==> config.mk <==
export PLATFORM = sky130hd
export DESIGN_NAME = mdsp_device_flat
export DESIGN_NICKNAME = d
export VERILOG_FILES = /design/src/design/mdsp_pkg.sv /design/src/design/mdsp_link_if.sv /design/src/design/mdsp_device.sv /design/src/flat_wrapper.sv
export SDC_FILE = /design/constraint.sdc
export NUM_CORES = 1
export LEC_CHECK = 0
export BUFFER_PORTS_ARGS = -buffer_cell sky130_fd_sc_hd__buf_2
export CORE_UTILIZATION = 62
export CTS_CLUSTER_DIAMETER = 60
export DETAILED_ROUTE_END_ITERATION = 10
export PLACE_DENSITY = 0.84
export SYNTH_ARGS = -nofsm -noshare
export SYNTH_HDL_FRONTEND = slang
export SYNTH_SLANG_ARGS = --single-unit
==> constraint.sdc <==
create_clock -name clock -period 7.5 [get_ports clock]
set_clock_uncertainty 0.05 [all_clocks]
set_input_delay 1.125 -clock clock [delete_from_list [all_inputs] [get_ports clock]]
set_output_delay 1.125 -clock clock [all_outputs]
set_load 0.02 [all_outputs]
==> src/design/mdsp_pkg.sv <==
package mdsp_pkg;
  // Clock and link timing.
  localparam int CLK_NS = 20;
  localparam int LINK_NS = 160;
  localparam int HALF_CYC = LINK_NS / 2 / CLK_NS;
  // Serial word layout.
  localparam int WORD_BITS = 16;
  localparam int TARGET_BIT = 15;
  localparam int BIT_CNT_W = 5;
  // Bridges, regulators and chopping.
  localparam int BRIDGES = 3;
  localparam int REGS = 3;
  localparam int CHOP_PERIODS = 8;
  localparam int CHOP_W = 3;
  // Blanking lengths, least times rounded up.
  localparam int BLANK_LONG_NS = 5000;
  localparam int BLANK_SHORT_NS = 2500;
  localparam int BLANK_LONG_CYC = (BLANK_LONG_NS + CLK_NS - 1) / CLK_NS;
  localparam int BLANK_SHORT_CYC = (BLANK_SHORT_NS + CLK_NS - 1) / CLK_NS;
  localparam int BLANK_W = 9;
  localparam logic [1:0] CODE_LONG = 2'h2;
  localparam logic [1:0] CODE_SHORT = 2'h1;
  // Clear-input deglitch, inside the 2.5 to 10 us window.
  localparam int CLEAR_NS = 5000;
  localparam int CLEAR_CYC = CLEAR_NS / CLK_NS;
  localparam int CLEAR_W = 9;
  // Power-good delay after the regulators come up.
  localparam int PG_WAIT_MS = 120;
  localparam int PG_WAIT_CYC = PG_WAIT_MS * 1000000 / CLK_NS;
  // Configuration reset values and protection mask field.
  localparam logic [15:0] SETUP_RESET = 16'h0000;
  localparam logic [15:0] EXT_RESET = 16'h0000;
  localparam int MASK_LSB = 0;
  // Switch patterns {+high, +low, -high, -low}.
  localparam logic [3:0] SW_OFF = 4'h0;
  localparam logic [3:0] SW_FWD = 4'h6;
  localparam logic [3:0] SW_REV = 4'h9;
  // Host register word indices and bits.
  localparam logic [2:0] A_CTRL = 3'h0;
  localparam logic [2:0] A_TX = 3'h1;
  localparam logic [2:0] A_STAT = 3'h2;
  localparam logic [2:0] A_IRQ = 3'h3;
  localparam logic [2:0] A_MASK = 3'h4;
  localparam int C_SLEEP = 0;
  localparam int C_A_ON = 1;
  localparam int C_A_DIR = 2;
  localparam int C_C_DIR = 3;
  localparam int I_DONE = 0;
  localparam int I_RST = 1;
  // Device power states.
  typedef enum logic [1:0] {
    PW_OFF = 2'b00,
    PW_WAIT = 2'b01,
    PW_GOOD = 2'b10,
    PW_FAULT = 2'b11
  } mdsp_pwr_t;
  // Host transfer states.
  typedef enum logic [2:0] {
    HS_IDLE = 3'b000,
    HS_SETUP = 3'b001,
    HS_HIGH = 3'b010,
    HS_LOW = 3'b011,
    HS_STROBE = 3'b100,
    HS_TAIL = 3'b101
  } mdsp_hst_t;
endpackage

==> src/design/mdsp_link_if.sv <==
`timescale 1ns/1ps
// Shared pins between host controller and motor driver.
interface mdsp_link_if;
  // Sleep bar: low selects the serial port function.
  logic drive_sleep_bar;
  // Strobe in serial mode, bridge A enable otherwise.
  logic strobe_or_a_on;
  // Serial clock in serial mode, bridge A direction otherwise.
  logic clock_or_a_dir;
  // Serial data in serial mode, bridge C direction otherwise.
  logic data_or_c_dir;
  // Active-low power-good reset from the device.
  logic power_good_reset_out;
  modport host (
    output drive_sleep_bar,
    output strobe_or_a_on,
    output clock_or_a_dir,
    output data_or_c_dir,
    input power_good_reset_out
  );
  modport dev (
    input drive_sleep_bar,
    input strobe_or_a_on,
    input clock_or_a_dir,
    input data_or_c_dir,
    output power_good_reset_out
  );
endinterface // mdsp_link_if

==> src/design/mdsp_device.sv <==
// What this block does
// - Blank sense at reversal and each chop cycle.
// - Setup bit pairs pick 5 or 2.5 us.
// - Any unmasked regulator fault shuts everything, reset low.
// - Common shutdown only while mask bits zero.
// - Supply hysteresis; ignore over/under voltage between.
// - Refuse bridges below 18 V supply.
// - Shared pins: serial when sleep low.
// - Sixteen bits, LSB first, falling clock capture.
// - Strobe rising edge loads shift register.
// - Strobe level ignored; only rising edge acts.
// - Top bit picks setup or extended setup.
// - Force sleep high until power good.
// - Config registers reset; shift register not.
// - Clear input acts within 2.5 to 10 us.
// - Clear resets config, power and bridges, not the shift register; restarts start-up.
// - Bridge drives diagonal by direction, else off.
`timescale 1ns/1ps
module mdsp_device #(
  parameter int PG_WAIT_CYC = mdsp_pkg::PG_WAIT_CYC
) (
  // Clock and reset.
  input wire logic clock,
  input wire logic rst_n,
  // Shared pins toward the host.
  mdsp_link_if.dev link,
  // Supply comparators and clear, asynchronous levels.
  input wire logic system_clear_in_bar,
  input wire logic supply_above_rise,
  input wire logic supply_above_fall,
  input wire logic supply_motor_ok,
  // Regulator channel faults, asynchronous levels.
  input wire logic [2:0] undervoltage_fault,
  input wire logic [2:0] overvoltage_fault,
  input wire logic [2:0] overcurrent_fault,
  // Chopping oscillator and unshared bridge controls.
  input wire logic chop_oscillator,
  input wire logic bridge_b_drive_on,
  input wire logic bridge_b_direction,
  input wire logic bridge_c_drive_on,
  // Power outputs.
  output logic [2:0] regulator_on,
  output wire logic [11:0] bridge_switch,
  output wire logic [2:0] sense_mask_interval,
  // Configuration readback.
  output logic [15:0] setup_word,
  output logic [15:0] ext_setup_word
);
  localparam int NSYNC = 21;
  localparam int PGW = $clog2(PG_WAIT_CYC + 1);

  ////////////////////////////////////////////////////////////////////////////
  // Synchronisers: every pin passes two flops before use.
  logic [NSYNC-1:0] in_a;
  logic [NSYNC-1:0] s1_q;
  logic [NSYNC-1:0] s2_q;
  logic sl_w, p9_w, p10_w, p11_w, clr_w, rise_w, fall_w, mok_w;
  logic [2:0] uv_w, ov_w, oc_w;
  logic chop_w, bon_w, bdir_w, con_w;
  assign in_a = {link.drive_sleep_bar, link.strobe_or_a_on,
                 link.clock_or_a_dir, link.data_or_c_dir,
                 system_clear_in_bar, supply_above_rise, supply_above_fall,
                 supply_motor_ok, undervoltage_fault, overvoltage_fault,
                 overcurrent_fault, chop_oscillator, bridge_b_drive_on,
                 bridge_b_direction, bridge_c_drive_on};
  assign {sl_w, p9_w, p10_w, p11_w, clr_w, rise_w, fall_w, mok_w, uv_w,
          ov_w, oc_w, chop_w, bon_w, bdir_w, con_w} = s2_q;

  // The first stage is read only by the second.
  always_ff @(posedge clock) begin
    s1_q <= in_a;
    s2_q <= s1_q;
  end

  ////////////////////////////////////////////////////////////////////////////
  // Clear-input deglitch.
  logic [mdsp_pkg::CLEAR_W-1:0] clr_cnt_q;
  logic clr_act_q;
  logic sys_rst;
  logic clr_done;
  assign clr_done = clr_cnt_q ==
                    mdsp_pkg::CLEAR_W'(mdsp_pkg::CLEAR_CYC - 1);
  // The clear acts on every block reset, so it is the local reset term.
  assign sys_rst = !rst_n || clr_act_q;

  always_ff @(posedge clock) begin
    if (!rst_n || clr_w) begin
      clr_cnt_q <= '0;
      clr_act_q <= 1'b0;
    end else if (clr_done) begin
      clr_act_q <= 1'b1;
    end else begin
      clr_cnt_q <= clr_cnt_q + 1'b1;
    end
  end

  ////////////////////////////////////////////////////////////////////////////
  // Power sequencing and fault shutdown.
  mdsp_pkg::mdsp_pwr_t pw_q, pw_d;
  logic [PGW-1:0] pg_cnt_q;
  logic [2:0] vfault;
  logic [2:0] mask_w;
  logic [2:0] choff_q;
  logic common_fault;
  logic pg_done;
  logic rst_out_q;
  // Voltage faults ignored unless above rise threshold.
  assign vfault = ((uv_w | ov_w) & {3{rise_w}}) | oc_w;
  assign mask_w = ext_setup_word[mdsp_pkg::MASK_LSB +: 3];
  // Masked channels leave the common shutdown.
  assign common_fault = |(vfault & ~mask_w);
  assign pg_done = pg_cnt_q == PGW'(PG_WAIT_CYC - 1);
  assign link.power_good_reset_out = rst_out_q;

  // Next power state.
  always_comb begin
    pw_d = pw_q;
    unique case (pw_q)
      mdsp_pkg::PW_OFF: if (rise_w) pw_d = mdsp_pkg::PW_WAIT;
      mdsp_pkg::PW_WAIT: begin
        if (!fall_w) pw_d = mdsp_pkg::PW_OFF;
        else if (common_fault) pw_d = mdsp_pkg::PW_FAULT;
        else if (pg_done) pw_d = mdsp_pkg::PW_GOOD;
      end
      mdsp_pkg::PW_GOOD: begin
        if (!fall_w) pw_d = mdsp_pkg::PW_OFF;
        else if (common_fault) pw_d = mdsp_pkg::PW_FAULT;
      end
      // A latched fault waits for the supply to drop or a clear.
      mdsp_pkg::PW_FAULT: if (!fall_w) pw_d = mdsp_pkg::PW_OFF;
    endcase
  end

  always_ff @(posedge clock) begin
    if (sys_rst) begin
      pw_q <= mdsp_pkg::PW_OFF;
      pg_cnt_q <= '0;
      choff_q <= '0;
      regulator_on <= '0;
      rst_out_q <= 1'b0;
    end else begin
      pw_q <= pw_d;
      pg_cnt_q <= (pw_q == mdsp_pkg::PW_WAIT && !pg_done) ?
                  pg_cnt_q + 1'b1 : '0;
      // Selective shutdown keeps a masked channel off until restart.
      choff_q <= (pw_q == mdsp_pkg::PW_OFF) ? '0 :
                 choff_q | (vfault & mask_w);
      regulator_on <= (pw_d == mdsp_pkg::PW_WAIT ||
                       pw_d == mdsp_pkg::PW_GOOD) ?
                      ~(choff_q | (vfault & mask_w)) : '0;
      rst_out_q <= pw_d == mdsp_pkg::PW_GOOD;
    end
  end

  ////////////////////////////////////////////////////////////////////////////
  // Serial setup port.
  logic sleep_bar_eff;
  logic serial_on;
  logic p9_q, p10_q, chop_q;
  logic clk_fall, stb_rise;
  logic [15:0] shift_q;
  // Sleep forced high before power good.
  assign sleep_bar_eff = (pw_q != mdsp_pkg::PW_GOOD) || sl_w;
  assign serial_on = !sleep_bar_eff;
  assign clk_fall = serial_on && p10_q && !p10_w;
  // Only the strobe rising edge acts.
  assign stb_rise = serial_on && !p9_q && p9_w;

  // Edge history of the sampled pins.
  always_ff @(posedge clock) begin
    p9_q <= p9_w;
    p10_q <= p10_w;
    chop_q <= chop_w;
  end

  always_ff @(posedge clock) begin
    if (clk_fall) begin
      shift_q <= {p11_w, shift_q[mdsp_pkg::WORD_BITS-1:1]};
    end
  end

  always_ff @(posedge clock) begin
    if (sys_rst) begin
      setup_word <= mdsp_pkg::SETUP_RESET;
      ext_setup_word <= mdsp_pkg::EXT_RESET;
    end else if (stb_rise) begin
      if (shift_q[mdsp_pkg::TARGET_BIT]) begin
        ext_setup_word <= shift_q;
      end else begin
        setup_word <= shift_q;
      end
    end
  end

  ////////////////////////////////////////////////////////////////////////////
  // Chopping cycle and bridge drive.
  logic [mdsp_pkg::CHOP_W-1:0] chop_cnt_q;
  logic chop_rise, chop_end, drive_ok;
  logic [2:0] en_now, dir_now, dir_q;
  assign chop_rise = chop_w && !chop_q;
  assign chop_end = chop_rise &&
      chop_cnt_q == mdsp_pkg::CHOP_W'(mdsp_pkg::CHOP_PERIODS - 1);
  assign en_now = {con_w, bon_w, p9_w};
  assign dir_now = {p11_w, bdir_w, p10_w};
  // Bridges need the 18 V range.
  assign drive_ok = pw_q == mdsp_pkg::PW_GOOD && sl_w && mok_w;

  // Chop period counter and direction history.
  always_ff @(posedge clock) begin
    if (sys_rst) begin
      chop_cnt_q <= '0;
      dir_q <= '0;
    end else begin
      chop_cnt_q <= chop_rise ? chop_cnt_q + 1'b1 : chop_cnt_q;
      dir_q <= dir_now;
    end
  end

  for (genvar i = 0; i < mdsp_pkg::BRIDGES; i++) begin : g_br
    logic [1:0] code;
    logic [mdsp_pkg::BLANK_W-1:0] len, cnt_d, cnt_q;
    logic start;
    logic [3:0] sw_d, sw_q;
    logic msk_q;
    assign code = setup_word[2*i +: 2];
    assign len = (code == mdsp_pkg::CODE_LONG) ?
                 mdsp_pkg::BLANK_W'(mdsp_pkg::BLANK_LONG_CYC) :
                 (code == mdsp_pkg::CODE_SHORT) ?
                 mdsp_pkg::BLANK_W'(mdsp_pkg::BLANK_SHORT_CYC) : '0;
    // Blank at reversal or chop end.
    assign start = dir_now[i] != dir_q[i] || chop_end;
    assign cnt_d = start ? len : (cnt_q != '0) ? cnt_q - 1'b1 : '0;
    assign sw_d = (!drive_ok || !en_now[i]) ? mdsp_pkg::SW_OFF :
                  dir_now[i] ? mdsp_pkg::SW_REV : mdsp_pkg::SW_FWD;
    assign bridge_switch[4*i +: 4] = sw_q;
    assign sense_mask_interval[i] = msk_q;

    // Blanking counter and registered switch pattern.
    always_ff @(posedge clock) begin
      if (sys_rst) begin
        cnt_q <= '0;
        msk_q <= 1'b0;
        sw_q <= mdsp_pkg::SW_OFF;
      end else begin
        cnt_q <= cnt_d;
        msk_q <= cnt_d != '0;
        sw_q <= sw_d;
      end
    end
  end
endmodule // mdsp_device

==> src/flat_wrapper.sv <==
// flat-port wrapper written by rule: the top's interface ports become plain ports
module mdsp_device_flat 
#(
  parameter int PG_WAIT_CYC = mdsp_pkg::PG_WAIT_CYC
)
  (clock, rst_n, system_clear_in_bar, supply_above_rise, supply_above_fall, supply_motor_ok, undervoltage_fault, overvoltage_fault, overcurrent_fault, chop_oscillator, bridge_b_drive_on, bridge_b_direction, bridge_c_drive_on, regulator_on, bridge_switch, sense_mask_interval, setup_word, ext_setup_word, link_drive_sleep_bar, link_strobe_or_a_on, link_clock_or_a_dir, link_data_or_c_dir, link_power_good_reset_out);
  mdsp_link_if link_i ();
  input wire logic clock;
  input wire logic rst_n;
  input wire logic system_clear_in_bar;
  input wire logic supply_above_rise;
  input wire logic supply_above_fall;
  input wire logic supply_motor_ok;
  input wire logic [2:0] undervoltage_fault;
  input wire logic [2:0] overvoltage_fault;
  input wire logic [2:0] overcurrent_fault;
  input wire logic chop_oscillator;
  input wire logic bridge_b_drive_on;
  input wire logic bridge_b_direction;
  input wire logic bridge_c_drive_on;
  output logic [2:0] regulator_on;
  output wire logic [11:0] bridge_switch;
  output wire logic [2:0] sense_mask_interval;
  output logic [15:0] setup_word;
  output logic [15:0] ext_setup_word;
  input wire logic [$bits(link_i.drive_sleep_bar)-1:0] link_drive_sleep_bar;
  input wire logic [$bits(link_i.strobe_or_a_on)-1:0] link_strobe_or_a_on;
  input wire logic [$bits(link_i.clock_or_a_dir)-1:0] link_clock_or_a_dir;
  input wire logic [$bits(link_i.data_or_c_dir)-1:0] link_data_or_c_dir;
  output wire logic [$bits(link_i.power_good_reset_out)-1:0] link_power_good_reset_out;
  assign link_i.drive_sleep_bar = link_drive_sleep_bar;
  assign link_i.strobe_or_a_on = link_strobe_or_a_on;
  assign link_i.clock_or_a_dir = link_clock_or_a_dir;
  assign link_i.data_or_c_dir = link_data_or_c_dir;
  assign link_power_good_reset_out = link_i.power_good_reset_out;
  mdsp_device #(.PG_WAIT_CYC(PG_WAIT_CYC)) u_core (.clock(clock), .rst_n(rst_n), .link(link_i), .system_clear_in_bar(system_clear_in_bar), .supply_above_rise(supply_above_rise), .supply_above_fall(supply_above_fall), .supply_motor_ok(supply_motor_ok), .undervoltage_fault(undervoltage_fault), .overvoltage_fault(overvoltage_fault), .overcurrent_fault(overcurrent_fault), .chop_oscillator(chop_oscillator), .bridge_b_drive_on(bridge_b_drive_on), .bridge_b_direction(bridge_b_direction), .bridge_c_drive_on(bridge_c_drive_on), .regulator_on(regulator_on), .bridge_switch(bridge_switch), .sense_mask_interval(sense_mask_interval), .setup_word(setup_word), .ext_setup_word(ext_setup_word));
endmodule
# [Yosys cells after proc, flatten, opt, wreduce, memory -nomap -nowiden]
# Cells that the tools add are included.
[totals] word_cells=129 input_bits=23 reg_bits=182 output_inout_bits=51
[classes] add_sub_neg=6 reduce_logical=45 n_bitwise=11 n_eq_ne=18 mux=23
[ops] operator="$mux 9" count=9
[ops] operator="$reduce_bool 9->1" count=6
[ops] operator="$sub 9x1->9 const B" count=3
[ops] operator="$add 23x1->23 const B" count=1
[ops] operator="$eq 23x23->1 const B" count=1
[ops] operator="$mux 7" count=3
[ops] operator="$mux 2" count=7
[ops] operator="$eq 2x2->1 const B" count=6
[ops] operator="$mux 4" count=3
[ops] operator="$reduce_or 2->1" count=6
[ops] operator="$eq 2x1->1 const B" count=5
[ops] operator="$logic_not 1->1" count=10
[ops] operator="$logic_or 1x1->1" count=10
[ops] operator="$add 9x1->9 const B" count=1
[ops] operator="$and 3x3->3" count=3
[ops] operator="$eq 9x8->1 const B" count=1
[ops] operator="$logic_and 1x1->1" count=9
[ops] operator="$or 3x3->3" count=3
[ops] operator="$pmux 2 s4" count=1
[ops] operator="$not 3->3" count=2
[ops] operator="$reduce_and 2->1" count=2
[ops] operator="$add 3x1->3 const B" count=1
[ops] operator="$eq 3x3->1 const B" count=1
[ops] operator="$ne 1x1->1" count=3
[ops] operator="other kinds (4)" count=6

# [Longest topological paths before layout]
[depth] ltp_word=12 ltp_mapped=8

# [Worst setup path before layout]
# No wires, ideal clock.
[synth_path] path_type="reg-to-reg" start="register u_core.pw_q[0]" end="register u_core.shift_q[0] (enable)" arrival_time_ns=2.340 path_stages_with_launch=3 setup_ns=0.436 path_slack_ns=4.674 cell_sequence="dfxtp_1 nand2b_1 nor4b_1"
[synth_via] elab_chain_cells=5
[synth_rtl] element="start, declared" line_no="mdsp_device.sv:99" source="mdsp_pkg::mdsp_pwr_t pw_q, pw_d;"
[synth_rtl] element="start signal, assigned" line_no="mdsp_device.sv:136" source="pw_q <= mdsp_pkg::PW_OFF;"
[synth_rtl] element="start signal, assigned" line_no="mdsp_device.sv:142" source="pw_q <= pw_d;"
[synth_rtl] element="$ne 2x2->1" line_no="mdsp_device.sv:163" source="assign sleep_bar_eff = (pw_q != mdsp_pkg::PW_GOOD) || sl_w;"
[synth_rtl] element="$logic_or 1x1->1" line_no="mdsp_device.sv:163"
[synth_rtl] element="$logic_not 1->1" line_no="mdsp_device.sv:164" source="assign serial_on = !sleep_bar_eff;"
[synth_rtl] element="$logic_and 1x1->1 (2 in a row)" line_no="mdsp_device.sv:165" source="assign clk_fall = serial_on && p10_q && !p10_w;"
[synth_rtl] element="via u_core.clk_fall" line_no="mdsp_device.sv:160" source="logic clk_fall, stb_rise;"
[synth_rtl] element="end signal, assigned" line_no="mdsp_device.sv:178" source="shift_q <= {p11_w, shift_q[mdsp_pkg::WORD_BITS-1:1]};"
[synth_rtl] element="end, declared" line_no="mdsp_device.sv:161" source="logic [15:0] shift_q;"
# The timed path passes the listed nets, and every way through them passes these cells.
# A chain may end at the register's enable or synchronous reset.

# [Worst setup path after layout]
[layout_path] start="register u_core.pw_q[1]" end="register u_core.setup_word[7]"
[layout_via] elab_chain_cells=6
[layout_rtl] element="$ne 2x2->1" line_no="mdsp_device.sv:163"
[layout_rtl] element="$logic_or 1x1->1" line_no="mdsp_device.sv:163"
[layout_rtl] element="$logic_not 1->1" line_no="mdsp_device.sv:164"
[layout_rtl] element="$logic_and 1x1->1 (2 in a row)" line_no="mdsp_device.sv:167" source="assign stb_rise = serial_on && !p9_q && p9_w;"
[layout_rtl] element="$reduce_and 2->1 (no line)"
[layout_rtl] element="end signal, assigned" line_no="mdsp_device.sv:184" source="setup_word <= mdsp_pkg::SETUP_RESET;"
[layout_rtl] element="end signal, assigned" line_no="mdsp_device.sv:190" source="setup_word <= shift_q;"
[layout_rtl] element="end, declared" line_no="mdsp_device.sv:46" source="output logic [15:0] setup_word,"
# No other way between the ends.

==> metrics <==
status=finished, final reports clean; Hold Buf Count CTS=0; Final Cycle Share=0.3494; Async SR Flop Fraction=0; synthesized flop and latch total=176; crit path capture type=register; Mean Syn Cell Area=10.15 um2; startpoint types=register; area of the multi-input gates=2569 um2; Synth Flop Type=dfxtp_1; Placeable Area=9955 um2; Tmin final=2621 ps; area leader, netlist=dfxtp_1; Vias/cell=5.588; WP data required=7830 ps; Fmax achieved=381.6 MHz; Place WS=4460 ps; Die Span X=104.3 um; initial core utilization=0.6513; Fillers=654; setup violators final=0; Core Rows=36; wire length per cell=15.38 um; global placement routability congestion=0.8760; Ant. Diodes=0; RR Startpoint=u_core.pw_q[1]; Ys Warns=0; most frequent CP cell=buf_4; Setup crit start=u_core.pw_q[1]; CTS root buffer=clkbuf_8; Initial DRC Count=248; # Max-Cap Violations=0; 1st-pass router iterations=5; Resize count post-CTS=0; H-tree levels=4; initial antenna violation count=0; Total GRT Usage=0.2554; Slew headroom=0.4322; FF-to-FF setup slack=4880 ps; Setup crit end=u_core.setup_word[7]; clock sinks=176; post-CTS setup buffers=0; PD cells=344.7 nW/um2; Setup TNS=0 ps; pin count of the biggest net entering global routing=66; worst reg2reg path depth=7; drt total wl=13.04 mm; worst-path cell chain=nand2b_1, nor4b_4, buf_4, nor2b_1, buf_4, mux2i_1, nor2_1; Cell Area, Synth=6484 um2; Ports=74; Max stage delay cell, worst path=nor2b_1; sequential share of the synthesized area=0.5681; VDD IR-drop max=0.2154 mV; Top delay family on crit path=simple AND/OR/NAND/NOR gates; DIE AREA=10870 um2; drc violations=0; Final ANT Viol Nets=0; Netlist cell types=60; Max Buffers Root-to-Sink=2; kind of critical path=reg2reg; Post-Syn Instances=639; Layout area overhead=15.25%; FF-to-FF End=u_core.setup_word[7]; top-count cell post-synth=dfxtp_1; DR vias=4739; Leakage=0.002960 uW; Reg clk slew, reported paths=70 ps; vias in the first global route=4734; setup slack after layout=4879 ps; sequential cell area=3684 um2; share of cells above drive strength 1=0.1692; TritonCTS clock tree=built; dominant cells by area after synthesis=dfxtp_1 49%, edfxtp_1 7.4%, nor2_1 5.1%; endpoint arrival time on the critical path=2950 ps; Worst Tran Pin Value=845.1 ps; worst skew pair latency=520 ps; Post-synth top cells=160 x dfxtp_1, 88 x nor2_1, 44 x nand2_1; first-pass GRT wire length=22.14 mm; Critical Path Max Stage Delay=650 ps; Die Y=104.3 um; CTS Buf Count=17; hpwl dp=9.002 mm; Syn Nets=677; Buf/Inv on CP=2; Final Hold Viols=0; Hold Crit Class=reg2reg; RSZ-0062 raised after global routing=false; CP Depth=7; PortBufs=72; crit-path max FO=17; total gr overflow=0; Slew Limit Fails=0; Total Power=2576 uW; Post-synth EDFFs=16; Nets=741; share of the synthesized area in the top cell type=0.4940
kinds of logic after synthesis:
group	share of synthesized area
and+or+nand+nor	0.1936
DFF	0.5681
AOI/OAI and AO/OA	0.08124
buffers and inverters	0.03705
xor gates and xnor gates	0.05944
muxes	0.03107
adders and majority gates	0.02895
other	0.0005784
cells in the final DEF, fill, tap and decap left out, types with 8 or more instances in the layout:
cell	count
a21oi_1	39
inv_1	21
xnor2_1	19
o21ai_0	11
nand2b_1	11
and3_1	11
nand2_1	44
dfxtp_1	160
buf_2	72
ha_1	15
nor2_1	88
mux2i_1	19
and2_1	8
nand3_1	30
nor3_1	11
clkbuf_16	18
edfxtp_1	16
xor2_1	25
worst register-to-register path, delay by kind of cell (launching register included):
kind | cells | cell delay [ps]
buf+inv | 2 | 590
simple gates | 4 | 1190
flops | 1 | 420
mux | 1 | 230
registers in the layout, summed over array words and instances (netlist names), 6 cells and up:
signal / cells
u_core.g_br.cnt_q: 27
u_core.pg_cnt_q: 23
u_core.s1_q: 21
u_core.s2_q: 21
u_core.ext_setup_word: 16
u_core.shift_q: 16
u_core.setup_word: 15
u_core.clr_cnt_q: 9
u_core.g_br.sw_q: 6
power breakdown:
part / total [uW] / internal (uW) / switching, uW
sequential: 1090 / 1030 / 67.4
clock: 858 / 485 / 373
combinational: 625 / 283 / 342
how the worst min path moves through the flow:
stage	start	to	slack, ps	depth (start not counted)
5_1_grt	u_core.s1_q[1]	u_core.s2_q[1]	280	0
3_5_place_dp	u_core.s1_q[6]	u_core.s2_q[6]	260	0
6_report	u_core.s1_q[0]	u_core.s2_q[0]	280	0
2_1_floorplan	u_core.s1_q[0]	u_core.s2_q[0]	260	0
3_3_place_gp	u_core.s1_q[12]	u_core.s2_q[12]	260	0
4_1_cts	u_core.s1_q[5]	u_core.s2_q[5]	280	0
metal layers:
metal	wire length, um	global-route usage	share of wire	vias to the layer above
met4	208	0.09592	0.016	0
met5	0	0	0	-
met3	508	0.05201	0.039	23
li1	-	-	-	2307
met1	5682	0.3149	0.44	2291
met2	6645	0.4395	0.51	118
layout make-up:
| class | count | share of cell area |
|---|---|---|
| Clock inverter | 12 | 0.01607 |
| Sequential cell | 176 | 0.4930 |
| Clock buffer | 19 | 0.06212 |
| Multi-Input combinational cell | 411 | 0.3438 |
| Inverter | 21 | 0.01055 |
| Timing Repair Buffer | 76 | 0.05224 |
| Tap cell | 133 | 0.02227 |
through the flow:
step,cell area (um2),hold WS (ps),utilization,instances
2_1_floorplan,6484,259.6,-,639
3_3_place_gp,6888,263.1,0.6919,817
3_5_place_dp,6888,262.1,0.6919,817
4_1_cts,7472,279.1,0.7506,848
5_1_grt,7472,281.6,0.7506,848
6_report,7472,277.9,0.7506,848
Note: power is estimated with default switching activity, not from simulation.
